**src/core/ja_pkg.sv**
```systemverilog
// Shared constants for the jitter attenuator channel control block.
// Assumes an 8-bit parallel register port and twelve channels.
package ja_pkg;
  localparam int NUM_CHANNELS = 12;
  localparam int CTRL_WIDTH = 4;
  localparam int FIFO_DEPTH_SHALLOW = 16;
  localparam int FIFO_DEPTH_DEEP = 32;
  localparam logic [3:0] CTRL_LOW_NIBBLE = 4'h7;
  localparam logic [3:0] LOWER_BANK_END_ROW = 4'h6;
  localparam logic [3:0] UPPER_BANK_FIRST_ROW = 4'h8;
  localparam logic [3:0] UPPER_BANK_LAST_ROW = 4'hD;
  localparam logic [3:0] UPPER_BANK_ROW_SHIFT = 4'h2;
  localparam int CFG_ZERO_BIT = 0;
  localparam int PATH_SELECT_BIT = 1;
  localparam int CFG_ONE_BIT = 2;
  localparam int FLUSH_RESET_BIT = 3;
  localparam logic [3:0] CTRL_RESET_VALUE = 4'h0;
  localparam logic [7:0] READ_IDLE_VALUE = 8'h00;
endpackage

```
**src/core/ja_fifo_if.sv**
```systemverilog
// Carrier between channel control and one attenuator FIFO.
// Assumes both ends run on the same system clock.
`timescale 1ns/1ns
interface ja_fifo_if;
  logic flush;
  logic deep;
  logic wr_en;
  logic wr_bit;
  logic rd_en;
  logic rd_bit;
  logic rd_valid;
  logic [5:0] level;
  modport fifo (
    input flush, deep, wr_en, wr_bit, rd_en,
    output rd_bit, rd_valid, level
  );
  modport ctl (
    output flush, deep, wr_en, wr_bit, rd_en,
    input rd_bit, rd_valid, level
  );
endinterface

```
**src/core/ja_fifo.sv**
```systemverilog
// One-bit wide attenuator FIFO with selectable depth.
// Assumes write and read strobes are one-cycle enables on mclk_i.
`timescale 1ns/1ns
module ja_fifo #(
  parameter int DEPTH_MAX = ja_pkg::FIFO_DEPTH_DEEP,
  parameter int DEPTH_MIN = ja_pkg::FIFO_DEPTH_SHALLOW
) (
  input wire logic mclk_i,
  input wire logic rst_n_i,
  ja_fifo_if.fifo port
);
  localparam int PW = $clog2(DEPTH_MAX);
  logic [DEPTH_MAX-1:0] mem_reg, mem_next;
  logic [PW-1:0] wr_ptr_reg, wr_ptr_next, rd_ptr_reg, rd_ptr_next;
  logic [PW:0] count_reg, count_next;
  logic rd_bit_reg, rd_bit_next, rd_valid_reg, rd_valid_next;
  logic [PW:0] limit;
  logic do_wr, do_rd;

  assign port.rd_bit = rd_bit_reg;
  assign port.rd_valid = rd_valid_reg;
  assign port.level = 6'(count_reg);

  always_comb begin
    limit = port.deep ? (PW+1)'(DEPTH_MAX) : (PW+1)'(DEPTH_MIN);
    do_wr = port.wr_en && (count_reg < limit);
    do_rd = port.rd_en && (count_reg != '0);
    mem_next = mem_reg;
    wr_ptr_next = wr_ptr_reg;
    rd_ptr_next = rd_ptr_reg;
    count_next = count_reg;
    rd_bit_next = rd_bit_reg;
    rd_valid_next = 1'b0;
    if (port.flush) begin
      // Pointers home and contents dropped
      wr_ptr_next = '0;
      rd_ptr_next = '0;
      count_next = '0;
      mem_next = '0;
    end else begin
      if (do_wr) begin
        mem_next[wr_ptr_reg] = port.wr_bit;
        wr_ptr_next = ({1'b0, wr_ptr_reg} == limit - 1'b1) ? '0 : wr_ptr_reg + 1'b1;
      end
      if (do_rd) begin
        rd_bit_next = mem_reg[rd_ptr_reg];
        rd_valid_next = 1'b1;
        rd_ptr_next = ({1'b0, rd_ptr_reg} == limit - 1'b1) ? '0 : rd_ptr_reg + 1'b1;
      end
      // Overflow drops the incoming bit rather than corrupt order
      count_next = count_reg + (PW+1)'(do_wr) - (PW+1)'(do_rd);
    end
  end

  always_ff @(posedge mclk_i or negedge rst_n_i) begin
    if (!rst_n_i) begin
      mem_reg <= '0;
      wr_ptr_reg <= '0;
      rd_ptr_reg <= '0;
      count_reg <= '0;
      rd_bit_reg <= 1'b0;
      rd_valid_reg <= 1'b0;
    end else begin
      mem_reg <= mem_next;
      wr_ptr_reg <= wr_ptr_next;
      rd_ptr_reg <= rd_ptr_next;
      count_reg <= count_next;
      rd_bit_reg <= rd_bit_next;
      rd_valid_reg <= rd_valid_next;
    end
  end
endmodule

```
**src/core/jitter_attenuator_channel_control.sv**
```systemverilog
// Per-channel attenuator control registers and data steering, twelve channels.
// Assumes line bits arrive as one-cycle valid strobes on mclk_i and that the
// smoothed read strobe comes from the clock-smoothing loop outside.
`timescale 1ns/1ns
module jitter_attenuator_channel_control #(
  parameter int NCH = ja_pkg::NUM_CHANNELS,
  parameter int DEPTH_MAX = ja_pkg::FIFO_DEPTH_DEEP,
  parameter int DEPTH_MIN = ja_pkg::FIFO_DEPTH_SHALLOW
) (
  input wire logic mclk_i,
  input wire logic rst_n_i,
  input wire logic [7:0] addr_i,
  input wire logic [7:0] wdata_i,
  input wire logic wr_i,
  input wire logic rd_i,
  output logic [7:0] rdata_o,
  input wire logic [NCH-1:0] rx_bit_i,
  input wire logic [NCH-1:0] rx_valid_i,
  input wire logic [NCH-1:0] tx_bit_i,
  input wire logic [NCH-1:0] tx_valid_i,
  input wire logic [NCH-1:0] smooth_rd_en_i,
  output logic [NCH-1:0] rx_bit_o,
  output logic [NCH-1:0] rx_valid_o,
  output logic [NCH-1:0] tx_bit_o,
  output logic [NCH-1:0] tx_valid_o
);
  logic [3:0] row;
  logic [3:0] sel_ch;
  logic mapped;
  logic [7:0] rdata_reg, rdata_next;
  logic [3:0] ctrl_reg [NCH];
  logic [NCH-1:0] flush_w;
  logic [5:0] level_w [NCH];
  logic [NCH-1:0] fifo_valid_w;

  // Rows 0-5 hold channels 0-5, rows 8-D hold channels 6-11
  always_comb begin
    row = addr_i[7:4];
    mapped = (addr_i[3:0] == ja_pkg::CTRL_LOW_NIBBLE) &&
             ((row < ja_pkg::LOWER_BANK_END_ROW) ||
              ((row >= ja_pkg::UPPER_BANK_FIRST_ROW) && (row <= ja_pkg::UPPER_BANK_LAST_ROW)));
    sel_ch = (row < ja_pkg::LOWER_BANK_END_ROW) ? row : row - ja_pkg::UPPER_BANK_ROW_SHIFT;
  end

  always_comb begin
    rdata_next = rdata_reg;
    if (rd_i) begin
      // Reserved bits read as zero, unmapped reads idle value
      rdata_next = mapped ? {4'h0, ctrl_reg[sel_ch]} : ja_pkg::READ_IDLE_VALUE;
    end
  end

  always_ff @(posedge mclk_i or negedge rst_n_i) begin
    if (!rst_n_i) begin
      rdata_reg <= ja_pkg::READ_IDLE_VALUE;
    end else begin
      rdata_reg <= rdata_next;
    end
  end
  assign rdata_o = rdata_reg;

  genvar i;
  generate
    for (i = 0; i < NCH; i++) begin : gen_ch
      logic [3:0] c_reg, c_next;
      logic deep_prev_reg, deep_prev_next;
      logic rxb_reg, rxb_next, rxv_reg, rxv_next;
      logic txb_reg, txb_next, txv_reg, txv_next;
      logic en, on_tx;
      ja_fifo_if ch_if ();

      ja_fifo #(
        .DEPTH_MAX(DEPTH_MAX),
        .DEPTH_MIN(DEPTH_MIN)
      ) u_fifo (
        .mclk_i(mclk_i),
        .rst_n_i(rst_n_i),
        .port(ch_if)
      );

      assign en = !c_reg[ja_pkg::CFG_ZERO_BIT];
      assign on_tx = c_reg[ja_pkg::PATH_SELECT_BIT];
      // Level-held: covers the rising write and the whole time the bit stays set.
      // A depth change also flushes, since old pointers would not fit the new wrap.
      assign ch_if.flush = c_reg[ja_pkg::FLUSH_RESET_BIT] || !en ||
                           (deep_prev_reg != c_reg[ja_pkg::CFG_ONE_BIT]);
      assign ch_if.deep = c_reg[ja_pkg::CFG_ONE_BIT];
      assign ch_if.wr_en = en && (on_tx ? tx_valid_i[i] : rx_valid_i[i]);
      assign ch_if.wr_bit = on_tx ? tx_bit_i[i] : rx_bit_i[i];
      assign ch_if.rd_en = en && smooth_rd_en_i[i];
      assign flush_w[i] = ch_if.flush;
      assign level_w[i] = ch_if.level;
      assign fifo_valid_w[i] = ch_if.rd_valid;
      assign ctrl_reg[i] = c_reg;

      always_comb begin
        c_next = c_reg;
        if (wr_i && mapped && (sel_ch == 4'(i))) begin
          c_next = wdata_i[3:0];
        end
        deep_prev_next = c_reg[ja_pkg::CFG_ONE_BIT];
        rxb_next = rx_bit_i[i];
        rxv_next = rx_valid_i[i];
        txb_next = tx_bit_i[i];
        txv_next = tx_valid_i[i];
        if (en && !on_tx) begin
          rxb_next = ch_if.rd_bit;
          rxv_next = ch_if.rd_valid;
        end
        if (en && on_tx) begin
          txb_next = ch_if.rd_bit;
          txv_next = ch_if.rd_valid;
        end
      end

      always_ff @(posedge mclk_i or negedge rst_n_i) begin
        if (!rst_n_i) begin
          c_reg <= ja_pkg::CTRL_RESET_VALUE;
          deep_prev_reg <= 1'b0;
          rxb_reg <= 1'b0;
          rxv_reg <= 1'b0;
          txb_reg <= 1'b0;
          txv_reg <= 1'b0;
        end else begin
          c_reg <= c_next;
          deep_prev_reg <= deep_prev_next;
          rxb_reg <= rxb_next;
          rxv_reg <= rxv_next;
          txb_reg <= txb_next;
          txv_reg <= txv_next;
        end
      end
      assign rx_bit_o[i] = rxb_reg;
      assign rx_valid_o[i] = rxv_reg;
      assign tx_bit_o[i] = txb_reg;
      assign tx_valid_o[i] = txv_reg;
    end
  endgenerate
endmodule

```
**config.mk**
```make
export PLATFORM = sky130hd
export DESIGN_NAME = jitter_attenuator_channel_control
export DESIGN_NICKNAME = d
export VERILOG_FILES = /design/src/core/ja_pkg.sv /design/src/core/ja_fifo_if.sv /design/src/core/ja_fifo.sv /design/src/core/jitter_attenuator_channel_control.sv
export SDC_FILE = /design/constraint.sdc
export NUM_CORES = 2
export LEC_CHECK = 0
export ABC_AREA = 1
export BUFFER_PORTS_ARGS = -buffer_cell sky130_fd_sc_hd__buf_2
export CAP_MARGIN = 20
export CELL_PAD_IN_SITES_DETAIL_PLACEMENT = 1
export CELL_PAD_IN_SITES_GLOBAL_PLACEMENT = 1
export CORE_UTILIZATION = 50
export CTS_CLUSTER_DIAMETER = 200
export CTS_CLUSTER_SIZE = 14
export DETAILED_ROUTE_END_ITERATION = 12
export HOLD_SLACK_MARGIN = 0.05
export PLACE_DENSITY = 0.82
export SETUP_SLACK_MARGIN = 0.1
export SLEW_MARGIN = 40
export SYNTH_ARGS = -nofsm -noshare
export SYNTH_HDL_FRONTEND = slang
export SYNTH_SLANG_ARGS = --single-unit
```
**constraint.sdc**
```tcl
create_clock -name mclk_i -period 6.4 [get_ports mclk_i]
set_input_delay 1.28 -clock mclk_i [delete_from_list [all_inputs] [get_ports mclk_i]]
set_output_delay 1.28 -clock mclk_i [all_outputs]
set_load 0.02 [all_outputs]
```
* Word-level counts from Yosys, hierarchy flattened
Cells that the tools add are included.
Storage, ports and cells: register bits after elaboration 716, input port bits 80, output and inout bits 56, logic and storage cells 797
Operators by class: add/subtract/negate cells 61, magnitude comparators 52, equal/unequal tests 48, multiplexer cells 281, bitwise operators 13, reductions and logical operators 197
Operators with widths (count):
- 32-bit 2-to-1 mux | 24
- 32-bit bitwise mux | 12
- 5-bit 2-to-1 mux | 72
- 5-bit by 6-bit equality test with 1-bit output | 24
- 5-bit by 6-bit less-than comparator with 1-bit output, second input constant | 24
- 6-bit 2-to-1 mux | 24
- 5-bit by 1-bit adder with 5-bit output, second input constant | 24
- 1-bit 2-to-1 mux | 120
- 1-bit logical AND | 99
- 6-bit by 1-bit adder with 6-bit output | 12
- 6-bit less-than comparator | 12
- 6-bit nonzero test | 12
- 6-bit by 1-bit subtractor with 6-bit output | 12
- 6-bit by 1-bit subtractor with 6-bit output, second input constant | 12
- 1-bit binary-select mux with 5-bit select | 12
- 1-bit demux with 5-bit select | 12
- 5-bit by 1-bit >= comparator with 1-bit output, second input constant | 12
- 2-bit nonzero test | 24
- 1-bit logical OR | 25
- 1-bit zero test | 24
- 2-bit AND reduction | 12
- 4-bit by 3-bit equality test with 1-bit output, second input constant | 5
- 4-bit binary-select mux with 4-bit select | 1
- 4-bit equality test, second input constant | 4
- 12 further kinds | 38

* Depth between registers and ports, before layout
depth after elaboration 7, depth in mapped cells 16, depth with buffers taken out 16

* By module
Synthesis repeated with hierarchy kept, for this count alone.
Unflattened totals: cell total of the unflattened synthesis 5211, area total of the unflattened synthesis 41484.8 um^2
By module, submodules not included:
- ja_fifo (gen_ch[0].u_fifo ...) | times used 7, cells each 376, area an instance 2967.8 um^2, sequential area each 1251.2 um^2
- ja_fifo (gen_ch[3].u_fifo ...) | times used 2, cells each 378, area an instance 2975.4 um^2, sequential area each 1251.2 um^2
- jitter_attenuator_channel_control | times used 1, cells each 685, area an instance 5819.3 um^2, sequential area each 2802.7 um^2
- ja_fifo (gen_ch[8].u_fifo) | times used 1, cells each 379, area an instance 3001.6 um^2, sequential area each 1251.2 um^2
- ja_fifo (gen_ch[5].u_fifo) | times used 1, cells each 379, area an instance 2969.1 um^2, sequential area each 1251.2 um^2
- ja_fifo (gen_ch[9].u_fifo) | times used 1, cells each 380, area an instance 2969.1 um^2, sequential area each 1251.2 um^2

* Worst setup path before layout
OpenSTA, ideal clock, no wires.
path kind input -> register, start input port tx_valid_i[8], end register gen_ch[8].u_fifo.count_reg[4], library setup time 0.123 ns, arrival 2.916 ns, data required time 6.277 ns, slack 3.361 ns, stages on the path 13, buffers on the path 1, cell sequence nand3_1 -> o21ai_0 -> nand2_1 -> inv_1 -> buf_4 -> ha_1 -> fa_1 -> nand2_1 -> inv_1 -> o21ai_0 -> nand2_1 -> o21ai_0 -> a21oi_1
Between the ends: cells in the longest elaborated chain, start to end 6
Ends and longest elaborated chain:
- start: declaration | line jitter_attenuator_channel_control.sv:20 | input wire logic [NCH-1:0] tx_valid_i,
- 1-bit 2-to-1 mux | line jitter_attenuator_channel_control.sv:88 | assign ch_if.wr_en = en && (on_tx ? tx_valid_i[i] : rx_valid_i[i]);
- 1-bit logical AND | line jitter_attenuator_channel_control.sv:88
- 1-bit logical AND | line ja_fifo.sv:26 | do_wr = port.wr_en && (count_reg < limit);
- 6-bit by 1-bit adder with 6-bit output | line ja_fifo.sv:51 | count_next = count_reg + (PW+1)'(do_wr) - (PW+1)'(do_rd);
- 6-bit by 1-bit subtractor with 6-bit output | line ja_fifo.sv:51
- 6-bit 2-to-1 mux | line ja_fifo.sv:34 | if (port.flush) begin
- named net gen_ch[8].u_fifo.count_next[4] | line ja_fifo.sv:15 | logic [PW:0] count_reg, count_next;
- end signal: assignment | line ja_fifo.sv:67 | count_reg <= count_next;
- end: declaration | line ja_fifo.sv:15
The timed path passes the listed nets, and every way through them passes these cells. A chain may end at the register's enable or synchronous reset.

* Final worst setup path
start register gen_ch[8].c_reg[2], end register gen_ch[8].u_fifo.count_reg[4]
Between the ends: cells in the longest elaborated chain, start to end 6, elaborated cells between the ends (all ways) 8, classes of those cells add/sub (2); order compare (1); eq/ne (1); mux (2); reduce/logical (2)
Ends and longest elaborated chain:
- start: declaration | line jitter_attenuator_channel_control.sv:65 | logic [3:0] c_reg, c_next;
- start signal: assignment | line jitter_attenuator_channel_control.sv:118 | c_reg <= ja_pkg::CTRL_RESET_VALUE;
- start signal: assignment | line jitter_attenuator_channel_control.sv:125 | c_reg <= c_next;
- 6-bit 2-to-1 mux | line ja_fifo.sv:25 | limit = port.deep ? (PW+1)'(DEPTH_MAX) : (PW+1)'(DEPTH_MIN);
- 6-bit less-than comparator | line ja_fifo.sv:26
- 1-bit logical AND | line ja_fifo.sv:26
- 6-bit by 1-bit adder with 6-bit output | line ja_fifo.sv:51
- 6-bit by 1-bit subtractor with 6-bit output | line ja_fifo.sv:51
- 6-bit 2-to-1 mux * | line ja_fifo.sv:34
- named net gen_ch[8].u_fifo.count_next[4] | line ja_fifo.sv:15
Mark *: on every way through the listed nets, which the timed path passes. The rest lies on a longest branch.

==> impl_metrics.py <==
metrics = {
    "detailed_routing": {
        "via_count": 37330,
        "firstDrtPassIters": 5,
        "detail-route-antenna-nets": 0,
        "final_routed_wire_length_divided_by_cell_count_um": 17.62,
        "drt-total-wl_um": 119500,
        "drt-initial-drc-count": 2111,
        "detail_route.drc_violations": 0,
        "route.detailed.vias_per_inst": 5.504,
    },
    "critical_path": {
        "critical_path_required_ps": 6920,
        "kind_of_start_point_of_the_critical_path": "register",
        "timing.setup.critical_path_class": "register to register",
        "crit_path_max_fanout": 22,
        "worstPathArrival_ps": 3890,
        "cp-end-kind": "register",
        "regToRegSetupSlack_ps": 3020,
    },
    "final_layout": {
        "multiInputGateArea_mm2": 0.01868,
        "fill_cell_count": 10700,
        "final_core_utilization_pct": 53.81,
        "final-seq-area_mm2": 0.01782,
        "largest_reg_flops": 384,
        "layout-drive-gt1-share_pct": 5.724,
        "antenna_cells_inserted": 0,
        "flow.area_growth_from_synthesis_pct": 5.815,
        "final_nets": 5974,
    },
    "synth": {
        "synth.distinct_cells": 51,
        "syn_area_cell_um2": 7.319,
        "asyncSetResetFlopFracSynth_pct": 100.0,
        "synth.cell_area_mm2": 0.04196,
        "synth_seq_cells": 712,
        "synth_seq_area_share_pct": 42.46,
        "post_synth_inst_count": 5733,
        "yosys_warnings": 0,
        "ys.flop_type": "sky130_fd_sc_hd__dfrtp_1",
        "synth_edf_count": 0,
    },
    "power": {
        "power_density_of_the_placed_cells_mw_per_mm2": 392.4,
        "vdd_drop_max_uv": 206.9,
        "power_mw": 17.42,
        "p_leak_nw": 24.42,
    },
    "die": {
        "dieArea_mm2": 0.08508,
        "die-height_um": 291.7,
        "starting_utilization_of_the_core_area_pct": 50.86,
        "die-width_um": 291.7,
        "num_ports": 136,
        "core_area_mm2": 0.08250,
        "std_cell_rows": 105,
    },
    "cts": {
        "cts_max_path_buffers": 3,
        "number_of_clock_sinks_seen_by_cts": 712,
        "hold_buffer_count_at_cts": 0,
        "post_cts.repair.setup_buffers": 0,
        "worst_skew_pair_latency_ps": 640,
        "cts_resized": 0,
        "cts_inserted_buffers": 56,
        "htree_levels": 2,
        "clk_pin_slew_ps": 70,
        "root_buffer": "sky130_fd_sc_hd__clkbuf_16",
        "tritoncts": "done",
    },
    "timing": {
        "rsz_0062_raised_after_global_routing": "no",
        "slew_headroom_pct": 46.87,
        "timing.final.crit_period_ps": 3379,
        "final_min_period_over_clock_period_pct": 52.79,
        "fin_worst_skew_ps": 23.37,
        "clock.fmax_mhz": 296.0,
        "timing.final.max_slew_violations": 0,
        "report.final.hold_viol_count": 0,
        "timing.setup.tns_ps": 0,
        "worst-slew-pin-transition_ps": 796.9,
        "timing.final.setup_violations": 0,
    },
    "min_path": {
        "hold_path_class": "register to register",
    },
    "global_routing": {
        "grt_pass1_wl_um": 201900,
        "antenna_found_initial": 3,
        "global_route.usage.total_pct": 28.58,
        "global_route.overflow_total": 0,
        "vias_in_the_first_global_route": 39500,
        "largest_net_degree_at_the_start_of_global_routing": 143,
    },
    "run": {
        "timing.max_cap.violations": 0,
    },
    "outcome": {
        "run_status": "complete, no violations",
    },
    "placed_design": {
        "gp_congestion": 0.8423,
        "hpwl_um": 84110,
        "port_buffers": 127,
    },
}
## cell families (layout without fill, tap and decap cells)
kind of cell,count (synthesis),count (layout),share of synthesized area [%]
flops,712,712,42.46
xor+xnor,43,43,0.8976
mux,16,16,0.4294
fa+ha+maj,181,181,5.612
other cells,1,4,0.008937
simple gates,2439,2439,24.91
buf+inv,1344,1321,13.09
compound gates,997,997,12.59
## layout make-up
| cell class | count | share of cell area (%) |
|---|---|---|
| multi-input combinational | 3680 | 42.07 |
| tap | 1070 | 3.015 |
| timing repair buffer | 154 | 2.167 |
| clock buffer | 58 | 3.244 |
| inverter | 1109 | 9.376 |
| sequential | 712 | 40.13 |
## layout by cell type, fill, tap and decap left out, drive strengths merged, types with 2 or more instances in the layout
cell       n
nor3b      3
fa        12
nand2   1373
a22o      32
a21oi    135
nand4     41
or2       22
inv     1087
mux2      16
xor2      26
o21ai    762
xnor2     17
nor3      43
o31ai      2
ha       169
nand3    655
o22ai     38
conb       4
nor2     301
clkinv    22
buf      154
dfrtp    712
clkbuf    58
o211ai    12
a31oi     12
## metal layers
layer / share of wire (%) / track usage, % / vias up
li1: - / - / 17940
met1: 46 / 38.58 / 18700
met2: 48 / 49.27 / 542
met3: 3.2 / 2.291 / 141
met4: 2.2 / 7.856 / 2
met5: 0.011 / 0 / -
## worst max-delay path, stage by stage, from the launching register on
cell	delay [ps]
sky130_fd_sc_hd__dfrtp_1	590
sky130_fd_sc_hd__inv_2	170
sky130_fd_sc_hd__ha_1	310
sky130_fd_sc_hd__a21oi_1	80
sky130_fd_sc_hd__nand2_1	320
sky130_fd_sc_hd__inv_1	430
sky130_fd_sc_hd__ha_1	380
sky130_fd_sc_hd__fa_1	380
sky130_fd_sc_hd__nand2_1	70
sky130_fd_sc_hd__inv_1	50
sky130_fd_sc_hd__o21ai_0	170
sky130_fd_sc_hd__nand2_1	90
sky130_fd_sc_hd__o21ai_0	160
sky130_fd_sc_hd__a21oi_1	60
## synthesized netlist by cell type, types with 2 or more instances
library cell / n / area, µm²
sky130_fd_sc_hd__nand4_1: 41 / 256.5
sky130_fd_sc_hd__nand2_4: 2 / 22.52
sky130_fd_sc_hd__a31oi_1: 12 / 75.07
sky130_fd_sc_hd__o21ai_1: 27 / 135.1
sky130_fd_sc_hd__inv_1: 1062 / 3986
sky130_fd_sc_hd__nand3_4: 2 / 35.03
sky130_fd_sc_hd__or2_0: 5 / 31.28
sky130_fd_sc_hd__o22ai_1: 36 / 225.2
sky130_fd_sc_hd__xor2_1: 26 / 227.7
sky130_fd_sc_hd__a21oi_4: 2 / 32.53
sky130_fd_sc_hd__o31ai_1: 2 / 15.01
sky130_fd_sc_hd__buf_4: 68 / 510.5
sky130_fd_sc_hd__o211ai_1: 12 / 90.09
sky130_fd_sc_hd__o21ai_2: 3 / 26.28
sky130_fd_sc_hd__clkbuf_2: 12 / 60.06
sky130_fd_sc_hd__nor3_2: 9 / 90.09
sky130_fd_sc_hd__a22o_1: 32 / 280.3
sky130_fd_sc_hd__buf_6: 14 / 157.7
sky130_fd_sc_hd__nor2_4: 10 / 112.6
sky130_fd_sc_hd__clkinv_1: 22 / 82.58
sky130_fd_sc_hd__or2_1: 9 / 56.30
sky130_fd_sc_hd__or2_2: 7 / 43.79
sky130_fd_sc_hd__buf_2: 58 / 290.3
sky130_fd_sc_hd__buf_1: 7 / 26.28
sky130_fd_sc_hd__nand3_2: 6 / 60.06
sky130_fd_sc_hd__nor3b_1: 3 / 22.52
sky130_fd_sc_hd__xnor2_1: 17 / 148.9
sky130_fd_sc_hd__clkbuf_1: 76 / 285.3
sky130_fd_sc_hd__nor2_2: 15 / 93.84
sky130_fd_sc_hd__fa_1: 12 / 240.2
sky130_fd_sc_hd__mux2_2: 16 / 180.2
sky130_fd_sc_hd__nand2_1: 1362 / 5112
sky130_fd_sc_hd__nand3_1: 647 / 3238
sky130_fd_sc_hd__dfrtp_1: 712 / 17820
sky130_fd_sc_hd__ha_1: 169 / 2115
sky130_fd_sc_hd__a21oi_1: 132 / 660.6
sky130_fd_sc_hd__nor3_1: 34 / 170.2
sky130_fd_sc_hd__nand2_2: 9 / 56.30
sky130_fd_sc_hd__inv_2: 25 / 93.84
sky130_fd_sc_hd__o21ai_0: 732 / 3664
sky130_fd_sc_hd__nor2_1: 276 / 1036
## path summary, 6_finish.rpt
path,cells after the start,end,from
min in group asynchronous,1,gen_ch[7].u_fifo.mem_reg[9],rst_n_i
min reg2reg,2,gen_ch[10].rxv_reg,gen_ch[10].u_fifo.port.rd_valid
max reg2reg,13,gen_ch[8].u_fifo.port.level[4],gen_ch[8].c_reg[2]
max,13,gen_ch[8].u_fifo.port.level[4],gen_ch[8].c_reg[2]
max in group asynchronous,4,gen_ch[8].u_fifo.port.rd_valid,rst_n_i
min,2,gen_ch[10].rxv_reg,gen_ch[10].u_fifo.port.rd_valid
## stage by stage
| stage | instance area [µm²] | std cells | setup WS (ps) | hold WS [ps] |
|---|---|---|---|---|
| CTS | 44340 | 6781 | 3071 | 495.4 |
| global placement | 42850 | 6722 | 2751 | 461.5 |
| floorplan | 41970 | 5736 | 3361 | 426.2 |
| global route | 44400 | 6783 | 2806 | 513.5 |
| finish | 44400 | 6783 | 3021 | 494.9 |
| detailed placement | 42900 | 6723 | 2677 | 478.4 |
## report_power, final
group	internal (mW)	switching, mW
combinational	2.49	4.94
sequential	5.67	1.09
clock	1.57	1.65
Power figures use the tool's default switching activity.
